`src/include/tbg_pkg.sv`:
```
package tbg_pkg;

   // ------------------------------------------------------------
   // Register map (byte addresses, one aligned word each)
   // ------------------------------------------------------------
   localparam logic [7:0] TBG_CTRL_OFS = 8'h00;
   localparam logic [7:0] TBG_CNT_LO_OFS = 8'h04;
   localparam logic [7:0] TBG_CNT_HI_OFS = 8'h08;
   localparam logic [7:0] TBG_RLD_LO_OFS = 8'h0c;
   localparam logic [7:0] TBG_RLD_HI_OFS = 8'h10;
   localparam logic [7:0] TBG_STATUS_OFS = 8'h14;
   localparam logic [7:0] TBG_MASK_OFS = 8'h18;

   // ------------------------------------------------------------
   // Control register field positions
   // ------------------------------------------------------------
   localparam int TBG_CTRL_CAPRLD_BIT = 0;
   localparam int TBG_CTRL_SRC_BIT = 1;
   localparam int TBG_CTRL_RUN_BIT = 2;
   localparam int TBG_CTRL_EXTEN_BIT = 3;
   localparam int TBG_CTRL_TXSEL_BIT = 4;
   localparam int TBG_CTRL_RXSEL_BIT = 5;
   localparam int TBG_CTRL_EXTF_BIT = 6;
   localparam int TBG_CTRL_OVF_BIT = 7;

   // ------------------------------------------------------------
   // Status and mask field positions
   // ------------------------------------------------------------
   localparam int TBG_ST_OVF_BIT = 0;
   localparam int TBG_ST_EXTF_BIT = 1;

   // ------------------------------------------------------------
   // Reset values
   // ------------------------------------------------------------
   localparam logic [5:0] TBG_CTRL_RST = 6'h00;
   localparam logic [15:0] TBG_CNT_RST = 16'h0000;
   localparam logic [15:0] TBG_RLD_RST = 16'h0000;
   localparam logic [1:0] TBG_STATUS_RST = 2'h0;
   localparam logic [1:0] TBG_MASK_RST = 2'h0;

   // ------------------------------------------------------------
   // Timing counts: prescale in oscillator (pclk) cycles, baud divide in overflows
   // ------------------------------------------------------------
   localparam int TBG_MACH_DIV = 12;
   localparam int TBG_STATE_DIV = 2;
   localparam int TBG_BAUD_DIV = 16;
   localparam logic [3:0] TBG_MACH_LAST = 4'(TBG_MACH_DIV - 1);
   localparam logic [15:0] TBG_CNT_MAX = 16'hffff;

   // ------------------------------------------------------------
   // Types
   // ------------------------------------------------------------
   typedef enum logic [1:0] {
      TBG_MODE_OFF = 2'b00,
      TBG_MODE_RELOAD = 2'b01,
      TBG_MODE_CAPTURE = 2'b10,
      TBG_MODE_BAUD = 2'b11
   } tbg_mode_e;

   typedef struct packed {
      logic rx_clock_select;
      logic tx_clock_select;
      logic ext_trigger_enable;
      logic run_control;
      logic count_source_select;
      logic capture_reload_select;
   } tbg_ctrl_s;

   typedef struct packed {
      logic tx_bit_tick;
      logic rx_bit_tick;
      logic tx_sample_tick;
      logic rx_sample_tick;
   } tbg_baud_s;

endpackage

```
`src/hdl/tbg_pulse_div.sv`:
```
`timescale 1ns/1ps
module tbg_pulse_div #(
   parameter int DIV = 16
) (
   // Clock and reset
   input wire logic pclk,
   input wire logic presetn,
   // Pulse stream
   input wire logic in_pulse,
   output logic out_pulse
);

   localparam int W = $clog2(DIV);
   localparam logic [W-1:0] LAST = W'(DIV - 1);

   logic [W-1:0] cnt_q;
   logic out_q;
   wire at_last = (cnt_q == LAST);

   always_ff @(posedge pclk or negedge presetn) begin
      if (!presetn) begin
         cnt_q <= '0;
         out_q <= 1'b0;
      end else begin
         out_q <= in_pulse & at_last;
         if (in_pulse) begin
            cnt_q <= at_last ? '0 : cnt_q + W'(1);
         end
      end
   end

   assign out_pulse = out_q;

endmodule

```
`src/hdl/tbg_timer.sv`:
```
// The address map and the APB interface to the registers were decided locally.
`timescale 1ns/1ps
// Contract
// - Transmit baud source: first timer overflow when select is 0, ours when 1.
// - Receive select chooses receive baud source the same way, independently.
// - Baud mode high-byte rollover reloads counter from reload high/low bytes.
// - Serial bit rate equals this timer's overflow rate divided by 16.
// - Timer counts once per 12 oscillator cycles; baud mode every 2.
// - Internal baud rate is osc over 32 times (65536 minus reload).
// - Baud mode may count count-pin edges; bit rate is overflow rate / 16.
// - Baud mode rollover sets no overflow flag and raises no interrupt.
// - Baud mode trigger edge sets trigger flag but never reloads counter.
// - Mode: off unless running; baud if any select; else capture or reload.
// - Trigger disabled: reload happens only on overflow; capture mode never captures.
// - Trigger enabled outside baud: overflow and trigger falling edge both act.
// - Count source select: 0 internal osc/12 (osc/2 in baud mode), 1 falling edges of count pin.
// - Trigger enable 0 makes the timer ignore the trigger input.
module tbg_timer (
   // Clock and reset
   input wire logic pclk,
   input wire logic presetn,
   // APB slave
   input wire logic psel,
   input wire logic penable,
   input wire logic pwrite,
   input wire logic [7:0] paddr,
   input wire logic [31:0] pwdata,
   output logic [31:0] prdata,
   output logic pready,
   output logic pslverr,
   // Pins
   input wire logic count_input_pin,
   input wire logic trigger_input,
   // First timer overflow pulses
   input wire logic timer1_overflow,
   // Serial port clocking
   output tbg_pkg::tbg_baud_s baud,
   // Interrupt
   output logic irq
);

   // ------------------------------------------------------------
   // State
   // ------------------------------------------------------------
   tbg_pkg::tbg_ctrl_s ctrl_q;
   logic [15:0] cnt_q;
   logic [15:0] cnt_d;
   logic [15:0] rld_q;
   logic [15:0] rld_d;
   logic [1:0] status_q;
   logic [1:0] status_d;
   logic [1:0] mask_q;
   logic [3:0] pre_q;
   logic pin_q;
   logic trig_q;
   logic [31:0] rdata_q;

   // ------------------------------------------------------------
   // APB decode
   // ------------------------------------------------------------
   wire setup = psel & ~penable;
   wire access = psel & penable;
   wire sel_ctrl = (paddr == tbg_pkg::TBG_CTRL_OFS);
   wire sel_cnt_lo = (paddr == tbg_pkg::TBG_CNT_LO_OFS);
   wire sel_cnt_hi = (paddr == tbg_pkg::TBG_CNT_HI_OFS);
   wire sel_rld_lo = (paddr == tbg_pkg::TBG_RLD_LO_OFS);
   wire sel_rld_hi = (paddr == tbg_pkg::TBG_RLD_HI_OFS);
   wire sel_status = (paddr == tbg_pkg::TBG_STATUS_OFS);
   wire sel_mask = (paddr == tbg_pkg::TBG_MASK_OFS);
   wire mapped = sel_ctrl | sel_cnt_lo | sel_cnt_hi | sel_rld_lo | sel_rld_hi | sel_status | sel_mask;
   wire wr = access & pwrite & mapped;
   wire wr_ctrl = wr & sel_ctrl;
   wire wr_cnt_lo = wr & sel_cnt_lo;
   wire wr_cnt_hi = wr & sel_cnt_hi;
   wire wr_rld_lo = wr & sel_rld_lo;
   wire wr_rld_hi = wr & sel_rld_hi;
   wire wr_status = wr & sel_status;
   wire wr_mask = wr & sel_mask;

   // ------------------------------------------------------------
   // Mode selection
   // ------------------------------------------------------------
   tbg_pkg::tbg_mode_e mode;
   wire any_sel = ctrl_q.tx_clock_select | ctrl_q.rx_clock_select;

   assign mode = !ctrl_q.run_control ? tbg_pkg::TBG_MODE_OFF :
                 any_sel ? tbg_pkg::TBG_MODE_BAUD :
                 ctrl_q.capture_reload_select ? tbg_pkg::TBG_MODE_CAPTURE :
                 tbg_pkg::TBG_MODE_RELOAD;

   wire is_baud = (mode == tbg_pkg::TBG_MODE_BAUD);
   wire is_capture = (mode == tbg_pkg::TBG_MODE_CAPTURE);
   wire is_reload = (mode == tbg_pkg::TBG_MODE_RELOAD);

   // ------------------------------------------------------------
   // Count sources
   // ------------------------------------------------------------
   // Machine and state ticks.
   wire mach_tick = (pre_q == tbg_pkg::TBG_MACH_LAST);
   wire state_tick = (pre_q[0] == 1'b1);

   // Pins are taken as synchronous, so one stage suffices for edge finding.
   wire pin_fall = pin_q & ~count_input_pin;
   wire trig_fall = trig_q & ~trigger_input;

   wire int_tick = is_baud ? state_tick : mach_tick;
   // External edges also clock baud mode.
   wire src_tick = ctrl_q.count_source_select ? pin_fall : int_tick;
   wire inc = (mode != tbg_pkg::TBG_MODE_OFF) & src_tick;
   wire rollover = inc & (cnt_q == tbg_pkg::TBG_CNT_MAX);

   wire trig_evt = ctrl_q.ext_trigger_enable & trig_fall & (mode != tbg_pkg::TBG_MODE_OFF);

   wire ovf_reload = rollover & (is_reload | is_baud);
   // Trigger edge reloads in reload mode.
   wire trig_reload = trig_evt & is_reload;
   // Trigger edge captures in capture mode.
   wire trig_capture = trig_evt & is_capture;
   // No overflow flag in baud mode.
   wire ovf_flag_set = rollover & ~is_baud;
   // Baud trigger only sets the flag.
   wire extf_set = trig_evt;

   // ------------------------------------------------------------
   // Counter and reload next values
   // ------------------------------------------------------------
   always_comb begin
      cnt_d = cnt_q;
      if (inc) begin
         cnt_d = cnt_q + 16'h0001;
      end
      if (ovf_reload || trig_reload) begin
         cnt_d = rld_q;
      end
      if (wr_cnt_lo) begin
         cnt_d[7:0] = pwdata[7:0];
      end
      if (wr_cnt_hi) begin
         cnt_d[15:8] = pwdata[7:0];
      end
   end

   always_comb begin
      rld_d = rld_q;
      if (trig_capture) begin
         rld_d = cnt_q;
      end
      if (wr_rld_lo) begin
         rld_d[7:0] = pwdata[7:0];
      end
      if (wr_rld_hi) begin
         rld_d[15:8] = pwdata[7:0];
      end
   end

   // ------------------------------------------------------------
   // Sticky status
   // ------------------------------------------------------------
   wire [1:0] st_set = {extf_set, ovf_flag_set};
   wire [1:0] st_clr = wr_status ? pwdata[1:0] : 2'h0;

   // Hardware only sets; a set in the clearing cycle wins.
   assign status_d = (status_q & ~st_clr) | st_set;

   assign irq = |(status_q & mask_q);

   // ------------------------------------------------------------
   // Read mux
   // ------------------------------------------------------------
   wire [7:0] ctrl_rd = {status_q[tbg_pkg::TBG_ST_OVF_BIT], status_q[tbg_pkg::TBG_ST_EXTF_BIT], ctrl_q};
   wire [31:0] rd_mux = sel_ctrl ? {24'h000000, ctrl_rd} :
                        sel_cnt_lo ? {24'h000000, cnt_q[7:0]} :
                        sel_cnt_hi ? {24'h000000, cnt_q[15:8]} :
                        sel_rld_lo ? {24'h000000, rld_q[7:0]} :
                        sel_rld_hi ? {24'h000000, rld_q[15:8]} :
                        sel_status ? {30'h0, status_q} :
                        sel_mask ? {30'h0, mask_q} :
                        32'h00000000;

   // ------------------------------------------------------------
   // Registers
   // ------------------------------------------------------------
   always_ff @(posedge pclk or negedge presetn) begin
      if (!presetn) begin
         ctrl_q <= tbg_pkg::TBG_CTRL_RST;
         mask_q <= tbg_pkg::TBG_MASK_RST;
         status_q <= tbg_pkg::TBG_STATUS_RST;
      end else begin
         status_q <= status_d;
         if (wr_ctrl) begin
            ctrl_q <= pwdata[5:0];
         end
         if (wr_mask) begin
            mask_q <= pwdata[1:0];
         end
      end
   end

   always_ff @(posedge pclk or negedge presetn) begin
      if (!presetn) begin
         cnt_q <= tbg_pkg::TBG_CNT_RST;
         rld_q <= tbg_pkg::TBG_RLD_RST;
      end else begin
         cnt_q <= cnt_d;
         rld_q <= rld_d;
      end
   end

   // Prescaler runs free so the machine cycle phase does not depend on the run bit.
   always_ff @(posedge pclk or negedge presetn) begin
      if (!presetn) begin
         pre_q <= 4'h0;
      end else begin
         pre_q <= mach_tick ? 4'h0 : pre_q + 4'h1;
      end
   end

   // Edge history starts low so no falling edge can be seen in the first cycle after release.
   always_ff @(posedge pclk or negedge presetn) begin
      if (!presetn) begin
         pin_q <= 1'b0;
         trig_q <= 1'b0;
      end else begin
         pin_q <= count_input_pin;
         trig_q <= trigger_input;
      end
   end

   always_ff @(posedge pclk or negedge presetn) begin
      if (!presetn) begin
         rdata_q <= 32'h00000000;
      end else if (setup) begin
         rdata_q <= rd_mux;
      end
   end

   // No wait state; read data is registered in the setup phase so it comes from a flip-flop.
   assign pready = penable;
   assign pslverr = access & ~mapped;
   assign prdata = rdata_q;

   // ------------------------------------------------------------
   // Serial port clocking
   // ------------------------------------------------------------
   // Only baud mode overflows feed the serial port; a set select with the timer off gives no ticks.
   wire own_ovf = rollover & is_baud;

   wire tx_src = ctrl_q.tx_clock_select ? own_ovf : timer1_overflow;
   wire rx_src = ctrl_q.rx_clock_select ? own_ovf : timer1_overflow;

   logic tx_src_q;
   logic rx_src_q;
   logic tx_bit;
   logic rx_bit;

   always_ff @(posedge pclk or negedge presetn) begin
      if (!presetn) begin
         tx_src_q <= 1'b0;
         rx_src_q <= 1'b0;
      end else begin
         tx_src_q <= tx_src;
         rx_src_q <= rx_src;
      end
   end

   // Bit tick is overflow rate over 16.
   tbg_pulse_div #(.DIV(tbg_pkg::TBG_BAUD_DIV)) u_tx_div (
      .pclk(pclk),
      .presetn(presetn),
      .in_pulse(tx_src),
      .out_pulse(tx_bit)
   );

   // With state-time counting this yields osc / (32 x (65536 - reload)).
   tbg_pulse_div #(.DIV(tbg_pkg::TBG_BAUD_DIV)) u_rx_div (
      .pclk(pclk),
      .presetn(presetn),
      .in_pulse(rx_src),
      .out_pulse(rx_bit)
   );

   assign baud = {tx_bit, rx_bit, tx_src_q, rx_src_q};

endmodule

```
`config.mk`:
```
export PLATFORM = sky130hd
export DESIGN_NAME = tbg_timer
export DESIGN_NICKNAME = d
export VERILOG_FILES = /design/src/include/tbg_pkg.sv /design/src/hdl/tbg_pulse_div.sv /design/src/hdl/tbg_timer.sv
export SDC_FILE = /design/constraint.sdc
export NUM_CORES = 1
export LEC_CHECK = 0
export BUFFER_PORTS_ARGS = -buffer_cell sky130_fd_sc_hd__buf_2
export CAP_MARGIN = 20
export CORE_MARGIN = 1.5
export CORE_UTILIZATION = 55
export DETAILED_ROUTE_END_ITERATION = 8
export HOLD_SLACK_MARGIN = 0.12
export PLACE_DENSITY = 0.77
export REMOVE_ABC_BUFFERS = 1
export SKIP_CTS_REPAIR_TIMING = 1
export SYNTH_ARGS = -nofsm -noshare
export SYNTH_HDL_FRONTEND = slang
export SYNTH_SLANG_ARGS = --single-unit
```
`constraint.sdc`:
```
create_clock -name pclk -period 3 [get_ports pclk]
set_input_delay 0.3 -clock pclk [delete_from_list [all_inputs] [get_ports pclk]]
set_output_delay 0.3 -clock pclk [all_outputs]
set_load 0.02 [all_outputs]
```
* Word-level counts from Yosys, hierarchy flattened
Cells that the tools add are included.
Storage, ports and cells: output and inout bits 39, register bits 92
Operators by class: $add $sub $neg 4, equality and inequality tests 13, mux-type cells 25, reductions and logical operators 8, bitwise operators 42
Operator list (number):
- $mux 8 | 9
- $mux 16 | 3
- $and 1x1->1 | 25
- $eq 8x5->1 const B | 3
- $add 16x1->16 const B | 1
- $eq 16x16->1 const B | 1
- $eq 8x4->1 const B | 2
- $add 4x1->4 const B | 3
- $eq 4x4->1 const B | 3
- $mux 2 | 6
- $mux 4 | 3
- $eq 8x3->1 const B | 1
- $logic_not 8->1 | 1
- $or 1x1->1 | 8
- $reduce_bool 2->1 | 3
- $reduce_bool 3->1 | 2
- $not 1->1 | 5
- $and 2x2->2 | 2
- $eq 2x2->1 const B | 2
- $mux 1 | 4
- $eq 2x1->1 const B | 1
- $not 2->2 | 1
- $or 2x2->2 | 1
- $reduce_or 2->1 | 1
- $logic_or 1x1->1 | 1

* Logic depth before layout (Yosys ltp)
depth in word-level cells 13, depth in mapped cells 7

* Modules after synthesis
From an unflattened synthesis, not the netlist that was laid out.
Second synthesis, totals: cells, all modules 461, area, all modules 4362.9 um2
By module, submodules not included:
- tbg_timer | instances 1, cells an instance 427, area an instance 3925.0 um2, sequential area each 1451.4 um2
- tbg_pulse_div | instances 2, cells an instance 17, area an instance 219.0 um2, sequential area each 125.1 um2

* Worst setup path after synthesis
OpenSTA, ideal clock, no wires.
kind reg-to-reg, start point reg cnt_q[0], end point reg u_rx_div.cnt_q[0], path slack 0.723 ns, data required time 2.872 ns, period minus slack after synthesis 2.277 ns, path buffers 0, arrival time 2.150 ns, stages on the path, launching flop included 7, cell sequence dfrtp_1 ha_1 nand4_4 or4_4 nor4_4 nor2_2 mux2_1
On the way: cells in the longest elaborated chain, start to end 4
RTL lines:
- start, declared | line tbg_timer.sv:46 | logic [15:0] cnt_q;
- start signal, assigned | line tbg_timer.sv:201 | cnt_q <= tbg_pkg::TBG_CNT_RST;
- start signal, assigned | line tbg_timer.sv:204 | cnt_q <= cnt_d;
- $eq 16x16->1 | line tbg_timer.sv:110 | wire rollover = inc & (cnt_q == tbg_pkg::TBG_CNT_MAX);
- $and 1x1->1 | line tbg_timer.sv:110
- $and 1x1->1 | line tbg_timer.sv:246 | wire own_ovf = rollover & is_baud;
- $mux 1 | line tbg_timer.sv:249 | wire rx_src = ctrl_q.rx_clock_select ? own_ovf : timer1_overflow;
- end signal, assigned | line tbg_pulse_div.sv:27 | cnt_q <= at_last ? '0 : cnt_q + W'(1);
- end, declared | line tbg_pulse_div.sv:16 | logic [W-1:0] cnt_q;
No other way between the ends. A chain may end at the register's enable or synchronous reset.

* Final worst setup path
start point reg cnt_q[1], end point reg cnt_q[12]
On the way: cells in the longest elaborated chain, start to end 6, elaborated cells on any way between the ends 9, classes of those cells 1 x add/sub; 1 x eq/ne; 3 x mux; 2 x bitwise; 2 x reduce/logical
RTL lines:
- parallel branches: the longest is 6 deep, another holds $add 16x1->16
Several ways; the timed one is not identified. The select of a mux whose other input is x is not followed.

==> impl_metrics.csv <==
group,metric,value,unit
status,status,"finished clean",
global_route,grt_overflow,0,
cells_and_area,final_common_cell,"dfrtp_1",
route,drc,0,
cells_and_area,fin_nets,573,
global_route,grt_pass1_wl,19.3,mm
global_route,antenna_found_initial,0,
logic_synthesis,ys.flop_type,"dfrtp_1",
power,p_leak,2.16,nW
setup_path,ff2ff_setup_slack,0.42,ns
setup_path,cp-start-kind,"flip-flop",
power,power,2.25,mW
route,drt_first_pass_iters,5,
cells_and_area,final_cell_mix,"dfrtp_1, nand2_1, buf_2",
floorplanning,dieHeight,93.6,um
logic_synthesis,synth_top_area_share,37.7,%
hold_path,holdCritPathClass,"input pin to flip-flop",
clock_network,cts.path.max_buffers,2,
place,dp_hpwl,8.14,mm
cells_and_area,syn_to_final_growth,8.95,%
route,wirelength,12.1,mm
route,antenna_left,0,
sta,setup_slack,0.417,ns
cells_and_area,design_area,4920,sq um
logic_synthesis,yosys.area.top_type,"dfrtp_1",
global_route,grt_pass1_vias,3706,
place,pre_cts_ws,0.467,ns
clock_network,cts_htree_levels,3,
sta,rsz0062_at_grt,"no",
sta,holdWs,0.223,ns
floorplanning,fp.dieW,93.6,um
clock_network,worstSkewPairLatency,0.36,ns
place,dpl-instance-area,4680,sq um
logic_synthesis,synth_edf_count,0,
clock_network,root_buffer,"clkbuf_8",
place,dpl.cell_count,609,
sta,drv_slew,0,
floorplanning,dieArea,8760,sq um
global_route,grt_max_degree,69,
route,vias,3984,
sta,finalHoldViolCount,0,
floorplanning,pin_count,87,
logic_synthesis,synth_area_leaders,"dfrtp_1, mux2i_1, buf_4",
logic_synthesis,yosys_warnings,0,
clock_network,cts.sinks,68,
cells_and_area,multiInputGateArea,2510,sq um
sta,tightest_slew,0.767,ns
setup_path,worst_setup_path_end_kind,"flip-flop",
route,drt-vias-per-instance,6.35,
global_route,track_usage,29.4,%
floorplanning,core_area,7850,sq um
sta,finClkSkew,0.0103,ns
place,place_congestion,0.958,
logic_synthesis,synth_area_per_cell,9.18,sq um
setup_path,worstPathArrival,2.86,ns
sta,slew_headroom,48.5,%
logic_synthesis,netlist_area,4520,sq um
setup_path,path_class,"flip-flop to flip-flop",
sta,finalSetupTns,0,ns
logic_synthesis,synth_cell_types,65,
cells_and_area,fin_cells,627,
logic_synthesis,syn_inst,492,
flow_run,drv_cap,0,
floorplanning,core.rowCount,32,
clock_network,clk_pin_slew,0.08,ns
cells_and_area,n_antenna_cell,0,
logic_synthesis,async_flop_share,100,%
clock_network,numCtsBuffers,9,
sta,max_freq,387,MHz
floorplanning,start_util,57.5,%
setup_path,path_max_fanout,13,
setup_path,required,3.28,ns
cells_and_area,final.fill_count,672,
sta,layout_worst_path_cycle_share,86.1,%
logic_synthesis,synth_seq_cells,68,
route,wl_per_cell,19.2,um
clock_network,cts_tree,"yes",
route,drt_iter0_markers,376,
power,ir_drop,0.307,mV
logic_synthesis,synth_seq_area_share,37.7,%
place,portBuffers,38,
cells_and_area,final_core_util,62.7,%
power,power.density,458,nW/um^2
sta,timing.final.crit_period,2.58,ns
sta,setup_viol,0,
cells_and_area,layout-drive-gt1-share,17.5,%
cells_and_area,register_area,1700,sq um
-- synthesized netlist by cell type, types with 5 or more instances --
cell / number
xnor2_1: 8
nor2b_1: 10
and2_1: 7
a21oi_1: 21
o211ai_1: 5
clkbuf_1: 18
nor2_1: 30
a31oi_1: 11
buf_2: 7
inv_1: 9
dfrtp_1: 68
nand2_1: 42
nor4_1: 8
o21ai_1: 15
nand4_1: 7
a211o_1: 5
xor2_1: 5
mux2_2: 9
nand3_1: 21
o21ai_0: 36
nor3_1: 5
o2bb2ai_1: 6
buf_4: 32
mux2i_1: 26
-- layout make-up --
class                           instances  area share [%]
Tap cell                              102            2.59
Timing Repair Buffer                   55            6.87
Sequential cell                        68            34.6
Inverter                                9           0.687
Multi-Input combinational cell        378            51.1
Clock buffer                           10            2.59
Clock inverter                          5            1.58
-- metal layers --
layer  global-route usage, %  vias to the layer above  wire length [um]
met5                       0                        -                 0
met4                    16.9                        0               454
met3                    5.85                       38               988
met2                    44.9                      209              5490
met1                    38.8                     1919              5120
li1                        -                     1818                 -
-- path summary, 6_finish.rpt --
path,endpoint,startpoint,cells past startpoint
max,cnt_q[12],cnt_q[1],7
min,rld_q[15],pwdata[7],3
max reg2reg,cnt_q[12],cnt_q[1],7
min reg2reg,prdata[2],prdata[2],2
max in group asynchronous,rld_q[5],presetn,3
min in group asynchronous,u_rx_div.cnt_q[0],presetn,3
-- power breakdown --
part | switching (mW) | internal (mW) | leakage (nW)
clock network | 0.366 | 0.461 | 0.102
logic | 0.195 | 0.149 | 1.17
registers | 0.0874 | 0.995 | 0.896
total | 0.649 | 1.60 | 2.16
-- critical path, cell delays in order (launching register included) --
cell and delay (ns):
dfrtp_1 0.48, ha_1 0.33, nand4_4 0.21, or4_4 0.66
nor4_4 0.25, buf_4 0.25, o311ai_1 0.13, o211ai_1 0.20
-- state kept, by name (all words and copies together) (netlist names) --
name and count:
cnt_q 16, rld_q 16, prdata 8, ctrl_q 6, pre_q 4, u_rx_div.cnt_q 4
u_tx_div.cnt_q 4, mask_q 2, status_q 2, pin_q 1, rx_src_q 1, trig_q 1
tx_src_q 1, u_rx_div.out_pulse 1, u_tx_div.out_pulse 1
-- cells by family (layout without fill, tap and decap cells) --
kind of cell | Yosys count | count (layout) | synth area share [%]
xor+xnor | 13 | 13 | 2.52
compound gates | 131 | 131 | 18.8
simple gates | 165 | 165 | 21.0
mux | 41 | 41 | 10.0
fa+ha+maj | 4 | 4 | 1.11
flops | 68 | 68 | 37.7
buf+inv | 69 | 79 | 8.76
other cells | 1 | 24 | 0.0830
Power figures use the tool's default switching activity.
